===== config.mk =====
export PLATFORM = sky130hd
export DESIGN_NAME = aors_sequencer
export DESIGN_NICKNAME = d
export VERILOG_FILES = /design/src/aors_edge_bank.v /design/src/aors_sequencer.v
export VERILOG_INCLUDE_DIRS = /design/src
export SDC_FILE = /design/constraint.sdc
export NUM_CORES = 1
export LEC_CHECK = 0
export ABC_AREA = 0
export BUFFER_PORTS_ARGS = -buffer_cell sky130_fd_sc_hd__buf_2
export CAP_MARGIN = 20
export CORE_MARGIN = 2
export CORE_UTILIZATION = 45
export CTS_BUF_LIST = sky130_fd_sc_hd__clkbuf_2
export DETAILED_ROUTE_END_ITERATION = 8
export GPL_ROUTABILITY_DRIVEN = 0
export PLACE_DENSITY = 0.75
export SYNTH_ARGS = -nofsm -noshare
export SYNTH_HDL_FRONTEND = slang
export SYNTH_SLANG_ARGS = --single-unit

===== constraint.sdc =====
create_clock -name clk -period 3.1 [get_ports clk]
set_clock_uncertainty 0.2 [all_clocks]
set_input_delay 0.31 -clock clk [delete_from_list [all_inputs] [get_ports clk]]
set_output_delay 0.31 -clock clk [all_outputs]
set_load 0.01 [all_outputs]

===== src/aors_consts.vh =====
// Constants for the axis origin return sequencer
`ifndef AORS_CONSTS_VH
`define AORS_CONSTS_VH

// Command codes
`define AORS_CMD_RET_PLUS 8'h10
`define AORS_CMD_RET_MINUS 8'h18
`define AORS_CMD_ESC_PLUS 8'h12
`define AORS_CMD_ESC_MINUS 8'h1A

// Homing methods handled here
`define AORS_METH_LIM_IDX 4'h8
`define AORS_METH_ORG_ZERO 4'h9
`define AORS_METH_ORG_IDX_ZERO 4'hA
`define AORS_METH_ORG_REV_IDX_ZERO 4'hB
`define AORS_METH_LIM_IDX_ZERO 4'hC

// Method decode vector bit positions
`define AORS_MD_VALID 7
`define AORS_MD_REF_LIMIT 6
`define AORS_MD_REF_STOP 5
`define AORS_MD_HAS_IDX 4
`define AORS_MD_IDX_REV 3
`define AORS_MD_IDX_DECEL 2
`define AORS_MD_HAS_ZERO 1

// Deviation-clear pulse width
`define AORS_CLK_MHZ 125
`define AORS_ERC_TIME_NS 1000
`define AORS_ERC_CYCLES ((`AORS_ERC_TIME_NS * `AORS_CLK_MHZ) / 1000)

// Reset values
`define AORS_IDX_RESET 4'h0
`define AORS_ERC_CNT_RESET 8'h00

`endif


===== src/aors_edge_bank.v =====
// Rising-edge detectors for the sensor inputs
`timescale 1ns/1ps
module aors_edge_bank #(
	parameter WIDTH = 4
) (
	// Clock and reset
	input wire clk,
	input wire rst_b,
	// Levels in, active high
	input wire [WIDTH-1:0] level_in,
	// Registered inactive-to-active pulses
	output wire [WIDTH-1:0] rise_out
);

	reg [WIDTH-1:0] last_reg;
	reg [WIDTH-1:0] rise_reg;
	reg armed_reg;

	// No false edge from a level already high at reset
	always @(posedge clk or negedge rst_b) begin
		if (!rst_b) begin
			armed_reg <= 1'b0;
		end else begin
			armed_reg <= 1'b1;
		end
	end

	genvar gi;
	generate
		for (gi = 0; gi < WIDTH; gi = gi + 1) begin : g_edge
			always @(posedge clk or negedge rst_b) begin
				if (!rst_b) begin
					last_reg[gi] <= 1'b0;
					rise_reg[gi] <= 1'b0;
				end else begin
					last_reg[gi] <= level_in[gi];
					rise_reg[gi] <= level_in[gi] & ~last_reg[gi] &
						armed_reg;
				end
			end
		end
	endgenerate

	assign rise_out = rise_reg;

endmodule // aors_edge_bank


===== src/aors_sequencer.v =====
// Axis origin return sequencer: homing methods 8 to 12 and origin escape
//
// Operation
// - Method 8: limit stop, reverse, count index edges, decelerate past origin.
// - Limit used as reference with decel stop: no abnormal stop, no error.
// - Reference limit with immediate stop and clear enabled: halt, deviation clear, then reverse.
// - Clear each selected counter at the moment origin is detected.
// - Deviation clear pulse when homing stops at origin, if enabled.
// - Method 9: decel stop on origin edge, reverse until counter two zero.
// - Method 10: pass origin at speed, count index, stop, return to zero.
// - Method 11: stop on origin, reverse, count index, stop, travel to zero.
// - Method 12: limit-reverse-index, immediate stop at count, back to zero.
// - Minus origin return mirrors plus one, direction and limit swapped.
// - Plus escape runs while origin active, one more pulse, then completes.
// - Escape started with origin inactive completes without any pulse.
// - Minus escape mirrors plus escape with direction reversed.
// - Four-bit index setting loads down-counter; zero means one edge.
// - Limit handling bit: zero immediate stop, one decelerating stop.
`timescale 1ns/1ps
`include "aors_consts.vh"
module aors_sequencer #(
	parameter ERC_CYCLES = `AORS_ERC_CYCLES
) (
	// Clock and reset
	input wire clk,
	input wire rst_b,
	// Command
	input wire cmd_start,
	input wire [7:0] cmd_code,
	input wire cmd_accel,
	// Environment settings
	input wire [3:0] homing_method_select,
	input wire [3:0] index_count_setting,
	input wire limit_stop_method,
	input wire clear_out_on_limit,
	input wire clear_out_on_origin,
	input wire [3:0] counter_clear_on_origin,
	// Sensors, logic-selected and filtered, active high
	input wire origin_sensor,
	input wire end_limit_pos,
	input wire end_limit_neg,
	input wire encoder_index,
	// Pulse generator status
	input wire move_idle,
	input wire pulse_out,
	input wire counter_two_zero,
	// Pulse generator control
	output reg move_run_reg,
	output reg move_dir_minus_reg,
	output reg move_decel_reg,
	// Counter and servo outputs
	output reg [3:0] counter_clear_reg,
	output reg deviation_clear_out_reg,
	// Status
	output reg busy_reg,
	output reg op_done_reg,
	output reg abnormal_stop_reg
);

	localparam S_IDLE = 4'h0;
	localparam S_SEEK = 4'h1;
	localparam S_STOP = 4'h2;
	localparam S_ERC = 4'h3;
	localparam S_LAUNCH = 4'h4;
	localparam S_IDX = 4'h5;
	localparam S_ZERO = 4'h6;
	localparam S_ESC = 4'h7;
	localparam S_ESC_LAST = 4'h8;
	localparam S_DONE = 4'h9;

	////////////////////////////////////////////////////////////////////
	// Method decode

	function [7:0] meth_decode;
		input [3:0] m;
		begin
			case (m)
				`AORS_METH_LIM_IDX: meth_decode = 8'hDC;
				`AORS_METH_ORG_ZERO: meth_decode = 8'hA2;
				`AORS_METH_ORG_IDX_ZERO: meth_decode = 8'h96;
				`AORS_METH_ORG_REV_IDX_ZERO: meth_decode = 8'hBE;
				`AORS_METH_LIM_IDX_ZERO: meth_decode = 8'hDA;
				default: meth_decode = 8'h00;
			endcase
		end
	endfunction

	function is_minus_cmd;
		input [7:0] c;
		begin
			is_minus_cmd = (c == `AORS_CMD_RET_MINUS) ||
				(c == `AORS_CMD_ESC_MINUS);
		end
	endfunction

	////////////////////////////////////////////////////////////////////
	// Sensor edges

	wire [3:0] rise;
	aors_edge_bank #(
		.WIDTH(4)
	) u_edges (
		.clk(clk),
		.rst_b(rst_b),
		.level_in({encoder_index, end_limit_neg, end_limit_pos,
			origin_sensor}),
		.rise_out(rise)
	);

	wire org_rise = rise[0];
	wire lim_fwd_rise = move_dir_minus_reg ? rise[2] : rise[1];
	wire idx_rise = rise[3];

	////////////////////////////////////////////////////////////////////
	// Sequencer

	reg [3:0] state_reg;
	reg [3:0] after_reg;
	reg [7:0] md_reg;
	reg flip_reg;
	reg erc_pend_reg;
	reg [3:0] idx_cnt_reg;
	reg [7:0] erc_cnt_reg;

	wire [7:0] md_now = meth_decode(homing_method_select);
	wire accel_stop = cmd_accel & md_reg[`AORS_MD_IDX_DECEL];

	always @(posedge clk or negedge rst_b) begin
		if (!rst_b) begin
			state_reg <= S_IDLE;
			after_reg <= S_IDLE;
			md_reg <= 8'h00;
			flip_reg <= 1'b0;
			erc_pend_reg <= 1'b0;
			idx_cnt_reg <= `AORS_IDX_RESET;
			erc_cnt_reg <= `AORS_ERC_CNT_RESET;
			move_run_reg <= 1'b0;
			move_dir_minus_reg <= 1'b0;
			move_decel_reg <= 1'b0;
			counter_clear_reg <= 4'h0;
			deviation_clear_out_reg <= 1'b0;
			busy_reg <= 1'b0;
			op_done_reg <= 1'b0;
			abnormal_stop_reg <= 1'b0;
		end else begin
			counter_clear_reg <= 4'h0;
			op_done_reg <= 1'b0;
			abnormal_stop_reg <= 1'b0;
			case (state_reg)
				S_IDLE: begin
					if (cmd_start) begin
						busy_reg <= 1'b1;
						md_reg <= md_now;
						move_dir_minus_reg <= is_minus_cmd(cmd_code);
						move_decel_reg <= 1'b0;
						if (cmd_code == `AORS_CMD_ESC_PLUS ||
							cmd_code == `AORS_CMD_ESC_MINUS) begin
							if (origin_sensor) begin
								move_run_reg <= 1'b1;
								state_reg <= S_ESC;
							end else begin
								state_reg <= S_DONE;
							end
						end else if ((cmd_code == `AORS_CMD_RET_PLUS ||
							cmd_code == `AORS_CMD_RET_MINUS) &&
							md_now[`AORS_MD_VALID]) begin
							move_run_reg <= 1'b1;
							state_reg <= S_SEEK;
						end else begin
							state_reg <= S_DONE;
						end
					end
				end
				S_SEEK: begin
					if (md_reg[`AORS_MD_REF_LIMIT] && lim_fwd_rise) begin
						flip_reg <= 1'b1;
						after_reg <= S_IDX;
						state_reg <= S_STOP;
						if (limit_stop_method) begin
							move_decel_reg <= 1'b1;
							erc_pend_reg <= 1'b0;
						end else begin
							move_run_reg <= 1'b0;
							erc_pend_reg <= clear_out_on_limit;
						end
					end else if (!md_reg[`AORS_MD_REF_LIMIT] &&
						lim_fwd_rise) begin
						abnormal_stop_reg <= 1'b1;
						move_run_reg <= limit_stop_method;
						move_decel_reg <= limit_stop_method;
						erc_pend_reg <= 1'b0;
						after_reg <= S_DONE;
						flip_reg <= 1'b0;
						state_reg <= S_STOP;
					end else if (org_rise && !md_reg[`AORS_MD_REF_LIMIT]) begin
						if (!md_reg[`AORS_MD_HAS_IDX]) begin
							counter_clear_reg <= counter_clear_on_origin;
							move_decel_reg <= 1'b1;
							erc_pend_reg <= clear_out_on_origin;
							after_reg <= S_ZERO;
							flip_reg <= 1'b1;
							state_reg <= S_STOP;
						end else if (!md_reg[`AORS_MD_IDX_REV]) begin
							idx_cnt_reg <= index_count_setting;
							state_reg <= S_IDX;
						end else begin
							move_decel_reg <= 1'b1;
							erc_pend_reg <= 1'b0;
							after_reg <= S_IDX;
							flip_reg <= 1'b1;
							state_reg <= S_STOP;
						end
					end
				end
				S_STOP: begin
					if (move_idle) begin
						move_run_reg <= 1'b0;
						move_decel_reg <= 1'b0;
						if (erc_pend_reg) begin
							erc_cnt_reg <= ERC_CYCLES[7:0];
							deviation_clear_out_reg <= 1'b1;
							state_reg <= S_ERC;
						end else begin
							state_reg <= S_LAUNCH;
						end
					end
				end
				S_ERC: begin
					if (erc_cnt_reg == 8'h01) begin
						deviation_clear_out_reg <= 1'b0;
						erc_pend_reg <= 1'b0;
						state_reg <= S_LAUNCH;
					end else begin
						erc_cnt_reg <= erc_cnt_reg - 8'h01;
					end
				end
				S_LAUNCH: begin
					if (flip_reg) begin
						move_dir_minus_reg <= ~move_dir_minus_reg;
					end
					flip_reg <= 1'b0;
					idx_cnt_reg <= index_count_setting;
					move_run_reg <= (after_reg != S_DONE);
					state_reg <= after_reg;
				end
				S_IDX: begin
					if (lim_fwd_rise) begin
						abnormal_stop_reg <= 1'b1;
						move_run_reg <= limit_stop_method;
						move_decel_reg <= limit_stop_method;
						after_reg <= S_DONE;
						state_reg <= S_STOP;
					end else if (idx_rise) begin
						if (idx_cnt_reg == 4'h0) begin
							counter_clear_reg <= counter_clear_on_origin;
							move_decel_reg <= accel_stop;
							move_run_reg <= accel_stop;
							erc_pend_reg <= clear_out_on_origin;
							after_reg <= md_reg[`AORS_MD_HAS_ZERO] ?
								S_ZERO : S_DONE;
							flip_reg <= md_reg[`AORS_MD_HAS_ZERO];
							state_reg <= S_STOP;
						end else begin
							idx_cnt_reg <= idx_cnt_reg - 4'h1;
						end
					end
				end
				S_ZERO: begin
					if (lim_fwd_rise) begin
						abnormal_stop_reg <= 1'b1;
						move_run_reg <= limit_stop_method;
						move_decel_reg <= limit_stop_method;
						after_reg <= S_DONE;
						erc_pend_reg <= 1'b0;
						state_reg <= S_STOP;
					end else if (counter_two_zero) begin
						move_run_reg <= 1'b0;
						after_reg <= S_DONE;
						erc_pend_reg <= 1'b0;
						state_reg <= S_STOP;
					end
				end
				S_ESC: begin
					if (!origin_sensor) begin
						state_reg <= S_ESC_LAST;
					end
				end
				S_ESC_LAST: begin
					if (pulse_out) begin
						move_run_reg <= 1'b0;
						state_reg <= S_DONE;
					end
				end
				S_DONE: begin
					move_run_reg <= 1'b0;
					move_decel_reg <= 1'b0;
					busy_reg <= 1'b0;
					op_done_reg <= 1'b1;
					state_reg <= S_IDLE;
				end
				default: begin
					move_run_reg <= 1'b0;
					state_reg <= S_IDLE;
				end
			endcase
		end
	end

endmodule // aors_sequencer


==> results of run 1 <==
-- through the flow --
stage | setup WS (ns) | hold WS (ns) | utilization, % | power [mW]
after CTS | 0.539 | 0.00329 | 54.9 | 2.58
after global placement | 0.649 | 0.179 | 51.1 | 2.25
after detailed placement | 0.602 | 0.191 | 51.1 | 2.29
after global routing | 0.422 | 0.0131 | 55.3 | 2.79
after floorplan | 0.930 | -0.186 | - | 1.94
final | 0.495 | -0.00655 | 55.3 | 2.59
-- metal layers --
| layer | vias up | routed length (µm) |
|---|---|---|
| li1 | 1206 | - |
| met1 | 1203 | 2670 |
| met2 | 88 | 3450 |
| met3 | 15 | 359 |
| met4 | 0 | 136 |
| met5 | - | 0 |
-- critical path, delay by kind of cell (launching register included) --
| family | cells | cell delay [ns] |
|---|---|---|
| and+or+nand+nor | 2 | 0.89 |
| DFF | 1 | 0.63 |
| AOI/OAI and AO/OA | 2 | 0.42 |
| muxes | 1 | 0.37 |
-- area by class of cell --
| type | count | area, µm² |
|---|---|---|
| Fill cell | 511 | 2620 |
| Clock inverter | 3 | 20.0 |
| Tap cell | 75 | 93.8 |
| Timing Repair Buffer | 70 | 473 |
| Clock buffer | 5 | 25.0 |
| Multi-Input combinational cell | 227 | 1410 |
| Inverter | 10 | 37.5 |
| Sequential cell | 47 | 1180 |
-- path summary, 6_finish.rpt --
kind	startpoint	end	cells after the start
max in group asynchronous	rst_b	erc_pend_reg	3
hold / removal	index_count_setting[1]	idx_cnt_reg[1]	5
hold reg to reg	u_edges.last_reg[1]	u_edges.rise_out[1]	1
setup reg to reg	state_reg[0]	after_reg[1]	5
min in group asynchronous	rst_b	md_reg[2]	2
setup / recovery	state_reg[0]	after_reg[1]	5
-- logic make-up (layout without fill, tap and decap cells) --
logic type	count (synthesis)	after routing	share of synthesized area [%]
buffers and inverters	25	88	3.86
other	1	1	0.139
adder cells (fa/ha/maj)	3	3	1.40
XOR/XNOR	7	7	2.28
flip-flops	47	47	43.7
AND/OR/NAND/NOR	126	126	25.3
multiplexers	13	13	5.30
AO/OA/AOI/OAI	77	77	18.0
-- where the power goes --
group          internal [mW]  switching [mW]  leakage [nW]
sequential             0.814           0.189         0.576
combinational          0.582           0.737         0.820
clock                 0.0542           0.213        0.0266
-- cells in the final DEF (no fill, tap or decap), types with 3 or more instances in the layout --
| master | instances |
|---|---|
| dfrtp_1 | 47 |
| buf_2 | 44 |
| nand2_1 | 33 |
| nor2_1 | 24 |
| o21ai_0 | 24 |
| a21oi_1 | 21 |
| dlygate4sd3_1 | 18 |
| nand3_1 | 12 |
| inv_1 | 10 |
| mux2_2 | 8 |
| nand2b_1 | 7 |
| buf_4 | 7 |
| nand4_1 | 6 |
| and2_1 | 6 |
| nor3_1 | 6 |
| xor2_1 | 5 |
| nand3b_1 | 5 |
| o211ai_1 | 5 |
| nor4_1 | 5 |
| clkbuf_2 | 5 |
| a21o_1 | 4 |
| a211oi_1 | 4 |
| o31ai_1 | 3 |
| mux2i_1 | 3 |
| nor2b_1 | 3 |
| and3b_1 | 3 |
| ha_1 | 3 |
==> impl_metrics.env, run 1 <==
export IMPL_status="finished with violations"
export IMPL_violations="hold timing"
export IMPL_period_share_pct=84.0
export IMPL_use_met1_pct=27.2
export IMPL_die_x_um=81.3
export IMPL_setup_violations_final=0
export IMPL_post_drt_wl_per_cell_um=15.1
export IMPL_fmax_mhz=384
export IMPL_busiest_layer="met2"
export IMPL_overflow=0
export IMPL_postCtsResizedCells=0
export IMPL_htreeDepth=2
export IMPL_grt_pass1_vias=2342
export IMPL_rrSetupSlack_ns=0.50
export IMPL_async_flop_share_pct=100
export IMPL_post_cts_buffers=0
export IMPL_ant_nets=0
export IMPL_dr_first_iter_drc_count=280
export IMPL_path_clk_slew_ns=0.26
export IMPL_ys_warn_count=0
export IMPL_syn_num_nets=336
export IMPL_clock_latency_ns=0.44
export IMPL_stdcell_area_mm2=0.00323
export IMPL_grt_first_pass_wirelength_um=10800
export IMPL_drive_gt1_share_pct=20.4
export IMPL_cts_tree="built"
export IMPL_num_antenna_cells=0
export IMPL_die_h_um=81.3
export IMPL_worst_ir_drop_vdd_v=0.000364
export IMPL_layout_min_cycle_time_ns=2.60
export IMPL_slew_headroom_pct=56.1
export IMPL_dpl_hpwl_um=4730
export IMPL_use_met2_pct=36.1
export IMPL_synth_most_common_cell="dfrtp_1"
export IMPL_yosys_area_top_type="dfrtp_1"
export IMPL_final_hold_viol_count=1
export IMPL_ys_seq_elements=47
export IMPL_num_vias=2512
export IMPL_tightest_slew_ns=0.648
export IMPL_syn_to_final_growth_pct=20.3
export IMPL_core_mm2=0.00585
export IMPL_synthFlopType="dfrtp_1"
export IMPL_initial_core_util_pct=46.0
export IMPL_synth_cells=299
export IMPL_yosysSeqAreaShare_pct=43.7
export IMPL_numCtsBuffers=5
export IMPL_p_per_area_mw_per_mm2=801
export IMPL_nets=398
export IMPL_grt_usage_pct=21.4
export IMPL_firstDrtPassIters=5
export IMPL_p_leak_nw=1.42
export IMPL_synth_edf_count=0
export IMPL_met3_usage_pct=4.67
export IMPL_root_buffer="clkbuf_2"
export IMPL_antenna_found_initial=0
export IMPL_numPortBuffers=44
export IMPL_maxCapViolCount=0
export IMPL_synth_cell_area_mm2=0.00269
export IMPL_hold_path_class="in2reg"
export IMPL_cts_hold_buffers_added=18
export IMPL_rsz0062_at_grt="false"
export IMPL_std_cell_rows=28
export IMPL_wl_um=6610
export IMPL_final_cells=437
export IMPL_dieArea_mm2=0.00661
export IMPL_fin_setup_tns_ns=0
export IMPL_crit_slowest_cell="or4b_1"
export IMPL_worstPathArrival_ns=2.77
export IMPL_worstPathMaxFanout=14
export IMPL_remaining_drc_errors=0
export IMPL_crit_path_end_kind="register"
export IMPL_crit_chain="or4b_1 > o22ai_1 > a21oi_1 > nand3_1 > mux2_2"
export IMPL_yosys_top_cells_count="47 x dfrtp_1, 33 x nand2_1, 24 x nor2_1, 24 x o21ai_0, 21 x a21oi_1"
export IMPL_cp_start_kind="register"
export IMPL_cts_sinks=47
export IMPL_drv_slew=0
export IMPL_placed_cells=410
export IMPL_largest_reg_flops=8
export IMPL_grt_max_degree=48
export IMPL_worstSetupPathType="reg2reg"
export IMPL_synthDominantCellAreaShare_pct=43.7
export IMPL_dpl_instance_area_mm2=0.00299
export IMPL_clk_path_buf_depth=2
export IMPL_viasPerCell=5.75
export IMPL_crit_required_ns=3.27
export IMPL_hold_slack_ns=-0.00655
export IMPL_pin_count=45
export IMPL_slowest_delay_ns=0.66
export IMPL_synth_area_top_cells="dfrtp_1 44%, nand2_1 4.6%, o21ai_0 4.5%"
export IMPL_syn_area_per_cell_um2=8.99
export IMPL_ys_types=52
Note: power is estimated with default switching activity, not from simulation.
==> inputs of run 2 (changes only) <==
==> constraint.sdc (replaced) <==
create_clock -name clk -period 2.45 [get_ports clk]
set_clock_uncertainty 0.2 [all_clocks]
set_input_delay 0.245 -clock clk [delete_from_list [all_inputs] [get_ports clk]]
set_output_delay 0.245 -clock clk [all_outputs]
set_load 0.01 [all_outputs]
==> impl_metrics.env, run 2 (synthesis gave the netlist of run 1 again) <==
export IMPL_status="finished clean"
export IMPL_layout_min_cycle_time_ns=2.30
export IMPL_final_hold_viol_count=0
export IMPL_antenna_found_initial=0
export IMPL_placed_cells=416
export IMPL_wl_um=6660
export IMPL_r2r_start="state_reg[1]"
export IMPL_multi_input_area_mm2=0.00143
export IMPL_p_per_area_mw_per_mm2=1010
export IMPL_nets=404
export IMPL_layout_setup_ws_ns=0.152
export IMPL_worstPathArrival_ns=2.44
export IMPL_htreeDepth=2
export IMPL_post_drt_wl_per_cell_um=15.0
export IMPL_numCtsBuffers=5
export IMPL_min_delay_start="homing_method_select[0]"
export IMPL_initial_core_util_pct=46.0
export IMPL_clk_path_buf_depth=2
export IMPL_firstDrtPassIters=5
export IMPL_crit_required_ns=2.60
export IMPL_crit_start="state_reg[1]"
export IMPL_dpl_hpwl_um=4780
export IMPL_std_cell_rows=28
export IMPL_largest_reg_flops=8
export IMPL_rsz0062_at_grt="false"
export IMPL_overflow=0
export IMPL_slew_headroom_pct=60.0
export IMPL_dr_first_iter_drc_count=195
export IMPL_clock_latency_ns=0.44
export IMPL_grt_first_pass_wirelength_um=10900
export IMPL_cp_start_kind="register"
export IMPL_finalPower_mw=3.33
export IMPL_num_vias=2538
export IMPL_crit_path_end_kind="register"
export IMPL_root_buffer="clkbuf_2"
export IMPL_setup_violations_final=0
export IMPL_final_cell_mix="47 x dfrtp_1, 44 x buf_2, 33 x nand2_1"
export IMPL_grt_usage_pct=21.3
export IMPL_final_cells=443
export IMPL_worstSetupPathType="reg2reg"
export IMPL_dieArea_mm2=0.00661
export IMPL_dpl_instance_area_mm2=0.00303
export IMPL_grt_max_degree=28
export IMPL_syn_to_final_growth_pct=22.1
export IMPL_worst_ir_drop_vdd_v=0.000421
export IMPL_hold_path_class="in2reg"
export IMPL_path_clk_slew_ns=0.22
export IMPL_die_h_um=81.3
export IMPL_cts_tree="built"
export IMPL_maxCapViolCount=0
export IMPL_tightest_slew_ns=0.601
export IMPL_period_share_pct=93.8
export IMPL_stdcell_area_mm2=0.00328
export IMPL_layout_commonest_cell="dfrtp_1"
export IMPL_fin_setup_tns_ns=0
export IMPL_post_place_ws_ns=0.128
export IMPL_rrSetupSlack_ns=0.15
export IMPL_core_mm2=0.00585
export IMPL_drv_slew=0
export IMPL_num_antenna_cells=0
export IMPL_cts_sinks=47
export IMPL_ant_nets=0
export IMPL_fmax_mhz=435
export IMPL_remaining_drc_errors=0
export IMPL_regArea_mm2=0.00118
export IMPL_viasPerCell=5.73
export IMPL_drive_gt1_share_pct=22.6
export IMPL_die_x_um=81.3
export IMPL_pin_count=45
export IMPL_grt_pass1_vias=2435
export IMPL_p_leak_nw=1.46
export IMPL_worstPathMaxFanout=6
export IMPL_nFillCells=507
export IMPL_numPortBuffers=44
run 2: cell count changes in the layout (fill, tap and decap cells not counted), sizes merged:
| cell | change |
|---|---|
| clkbuf | +2 |
| buf | +5 |
| dlygate4sd3 | +1 |
| clkinv | -1 |
| clkinvlp | -1 |
run 2: layout make-up:
type,count,share of cell area (%)
clock buffers,7,1.07
inverters,10,1.14
multi-input cells,227,43.5
well taps,75,2.86
clock inverters,1,0.152
flip-flops and latches,47,35.8
repair buffers,76,15.5
run 2: final timing paths:
check,endpoint,cells after the start
min in group asynchronous,state_reg[2],2
worst max-delay path,after_reg[2],5
worst min-delay path,md_reg[3],4
worst max register to register,after_reg[2],5
worst min register to register,u_edges.rise_out[0],1
max in group asynchronous,abnormal_stop_reg,3
run 2: stage by stage:
stage | hold slack [ns] | util (%)
after floorplan | -0.251 | -
after CTS | 0.000325 | 55.8
final | 0.00798 | 56.1
after detailed placement | 0.0917 | 51.9
after global routing | 0.00849 | 56.1
after global placement | 0.0784 | 51.9
run 2: routing by layer:
layer	global-route usage [%]	routed length, µm
met4	5.93	109
met5	0	0
met2	37.7	3440
met1	26.1	2800
met3	4.56	312
run 2: worst max-delay path, cell delays in order, from the launching register on:
cell and delay, ns:
dfrtp_1 0.42, or4b_1 0.65, o22ai_1 0.29, a21oi_1 0.15
nand3_2 0.16, mux2_2 0.36
run 2: report_power, final:
group / switching [mW] / leakage, nW / internal (mW)
sequential: 0.216 / 0.576 / 1.03
clock: 0.246 / 0.0330 / 0.0778
combinational: 0.989 / 0.846 / 0.767
run 2: repair_timing:
action / CTS / global route
gates resized for setup: 0 / 3
endpoints found under the hold margin: 48 / 0
buffers inserted: 0 / 0
setup endpoints to repair: 0 / 6
hold buffers: 19 / 0
==> inputs of run 3 (changes only) <==
==> constraint.sdc (replaced) <==
create_clock -name clk -period 2.45 [get_ports clk]
set_clock_uncertainty 0.2 [all_clocks]
set_input_delay 0.1225 -clock clk [delete_from_list [all_inputs] [get_ports clk]]
set_output_delay 0.1225 -clock clk [all_outputs]
set_load 0.01 [all_outputs]
==> impl_metrics.env, run 3 (synthesis gave the netlist of run 1 again) <==
export IMPL_status="finished clean"
export IMPL_firstDrtPassIters=5
export IMPL_root_buffer="clkbuf_2"
export IMPL_grt_first_pass_wirelength_um=11000
export IMPL_largest_reg_flops=8
export IMPL_nets=414
export IMPL_tightest_slew_ns=0.801
export IMPL_initial_core_util_pct=46.0
export IMPL_worstPathArrival_ns=2.49
export IMPL_layout_commonest_cell="dfrtp_1"
export IMPL_pin_count=45
export IMPL_fin_util_pct=57.6
export IMPL_numCtsBuffers=5
export IMPL_final_hold_viol_count=0
export IMPL_period_share_pct=96.3
export IMPL_setup_violations_final=0
export IMPL_htreeDepth=2
export IMPL_dr_first_iter_drc_count=197
export IMPL_p_leak_nw=1.48
export IMPL_crit_path_end_kind="register"
export IMPL_wl_um=6660
export IMPL_layout_setup_ws_ns=0.0898
export IMPL_regArea_mm2=0.00118
export IMPL_slew_headroom_pct=46.4
export IMPL_die_x_um=81.3
export IMPL_dieArea_mm2=0.00661
export IMPL_viasPerCell=5.68
export IMPL_drv_slew=0
export IMPL_multi_input_area_mm2=0.00141
export IMPL_grt_pass1_vias=2370
export IMPL_drive_gt1_share_pct=20.9
export IMPL_nFillCells=507
export IMPL_grt_usage_pct=21.7
export IMPL_cts_tree="built"
export IMPL_cts_sinks=47
export IMPL_die_h_um=81.3
export IMPL_syn_to_final_growth_pct=25.3
export IMPL_layout_min_cycle_time_ns=2.36
export IMPL_final_cell_mix="47 x dfrtp_1, 44 x buf_2, 33 x nand2_1"
export IMPL_num_vias=2573
export IMPL_hold_path_class="in2reg"
export IMPL_path_clk_slew_ns=0.24
export IMPL_antenna_found_initial=0
export IMPL_clock_latency_ns=0.42
export IMPL_r2r_start="state_reg[1]"
export IMPL_dpl_hpwl_um=4760
export IMPL_post_cts_buffers=0
export IMPL_grt_max_degree=25
export IMPL_ant_nets=0
export IMPL_worst_ir_drop_vdd_v=0.000462
export IMPL_fin_setup_tns_ns=0
export IMPL_post_drt_wl_per_cell_um=14.7
export IMPL_remaining_drc_errors=0
export IMPL_worstPathMaxFanout=7
export IMPL_numPortBuffers=44
export IMPL_worstSetupPathType="reg2reg"
export IMPL_fmax_mhz=424
export IMPL_min_delay_start="cmd_code[1]"
export IMPL_crit_required_ns=2.58
export IMPL_rsz0062_at_grt="false"
export IMPL_post_place_ws_ns=0.136
export IMPL_p_per_area_mw_per_mm2=975
export IMPL_num_antenna_cells=0
export IMPL_overflow=0
export IMPL_clk_path_buf_depth=2
export IMPL_core_mm2=0.00585
export IMPL_crit_start="state_reg[1]"
export IMPL_cp_start_kind="register"
export IMPL_maxCapViolCount=0
export IMPL_std_cell_rows=28
==> run 3: metal layers <==
layer / global-route usage (%) / share of wire, % / up-vias
met2: 37.2 / 49 / 105
met4: 6.78 / 3.3 / 0
met3: 3.67 / 5.5 / 26
met5: 0 / 0 / -
met1: 27.8 / 42 / 1209
li1: - / - / 1233
==> run 3: report_power, final <==
part | internal (mW) | switching (mW)
registers | 1.03 | 0.210
logic | 0.755 | 0.971
clock network | 0.0726 | 0.247
total | 1.86 | 1.43
==> run 3: final cells by class <==
type	count	area share, %
flip-flops and latches	47	34.9
inverters	10	1.11
clock buffers	6	0.891
multi-input cells	227	41.8
clock inverters	2	0.371
repair buffers	86	18.1
well taps	75	2.78
==> run 3: worst max-delay path, cell delays in order (launching register included) <==
cell	delay, ns
dfrtp_1	0.42
or4b_1	0.61
buf_4	0.20
nor2_1	0.11
o21ai_0	0.09
nand3_1	0.27
mux2_2	0.37
==> run 3: stage by stage <==
stage	hold WS (ns)	area [µm²]	std cells	power, mW
finish	0.0295	3370	453	3.29
global route	0.0364	3370	453	3.54
CTS	0.00637	3370	453	3.27
detailed placement	-0.106	3030	415	2.92
global placement	-0.112	3030	415	2.88
floorplan	-0.373	2690	299	2.45
==> run 3: timing repair <==
action | in CTS | in global routing
endpoints found under the setup margin | 0 | 0
hold endpoints to repair | 73 | 0
hold buffers | 30 | 0
gates resized for setup | 0 | 0
==> run 3: path summary, 6_finish.rpt <==
| path | endpoint | slack [ns] | depth (start not counted) |
|---|---|---|---|
| max | after_reg[1] | 0.09 | 6 |
| min | state_reg[2] | 0.03 | 4 |
| max reg2reg | after_reg[1] | 0.09 | 6 |
| min reg2reg | u_edges.rise_out[1] | 0.21 | 1 |
| max in group asynchronous | u_edges.rise_out[0] | 0.33 | 4 |
| min in group asynchronous | op_done_reg | 0.53 | 4 |
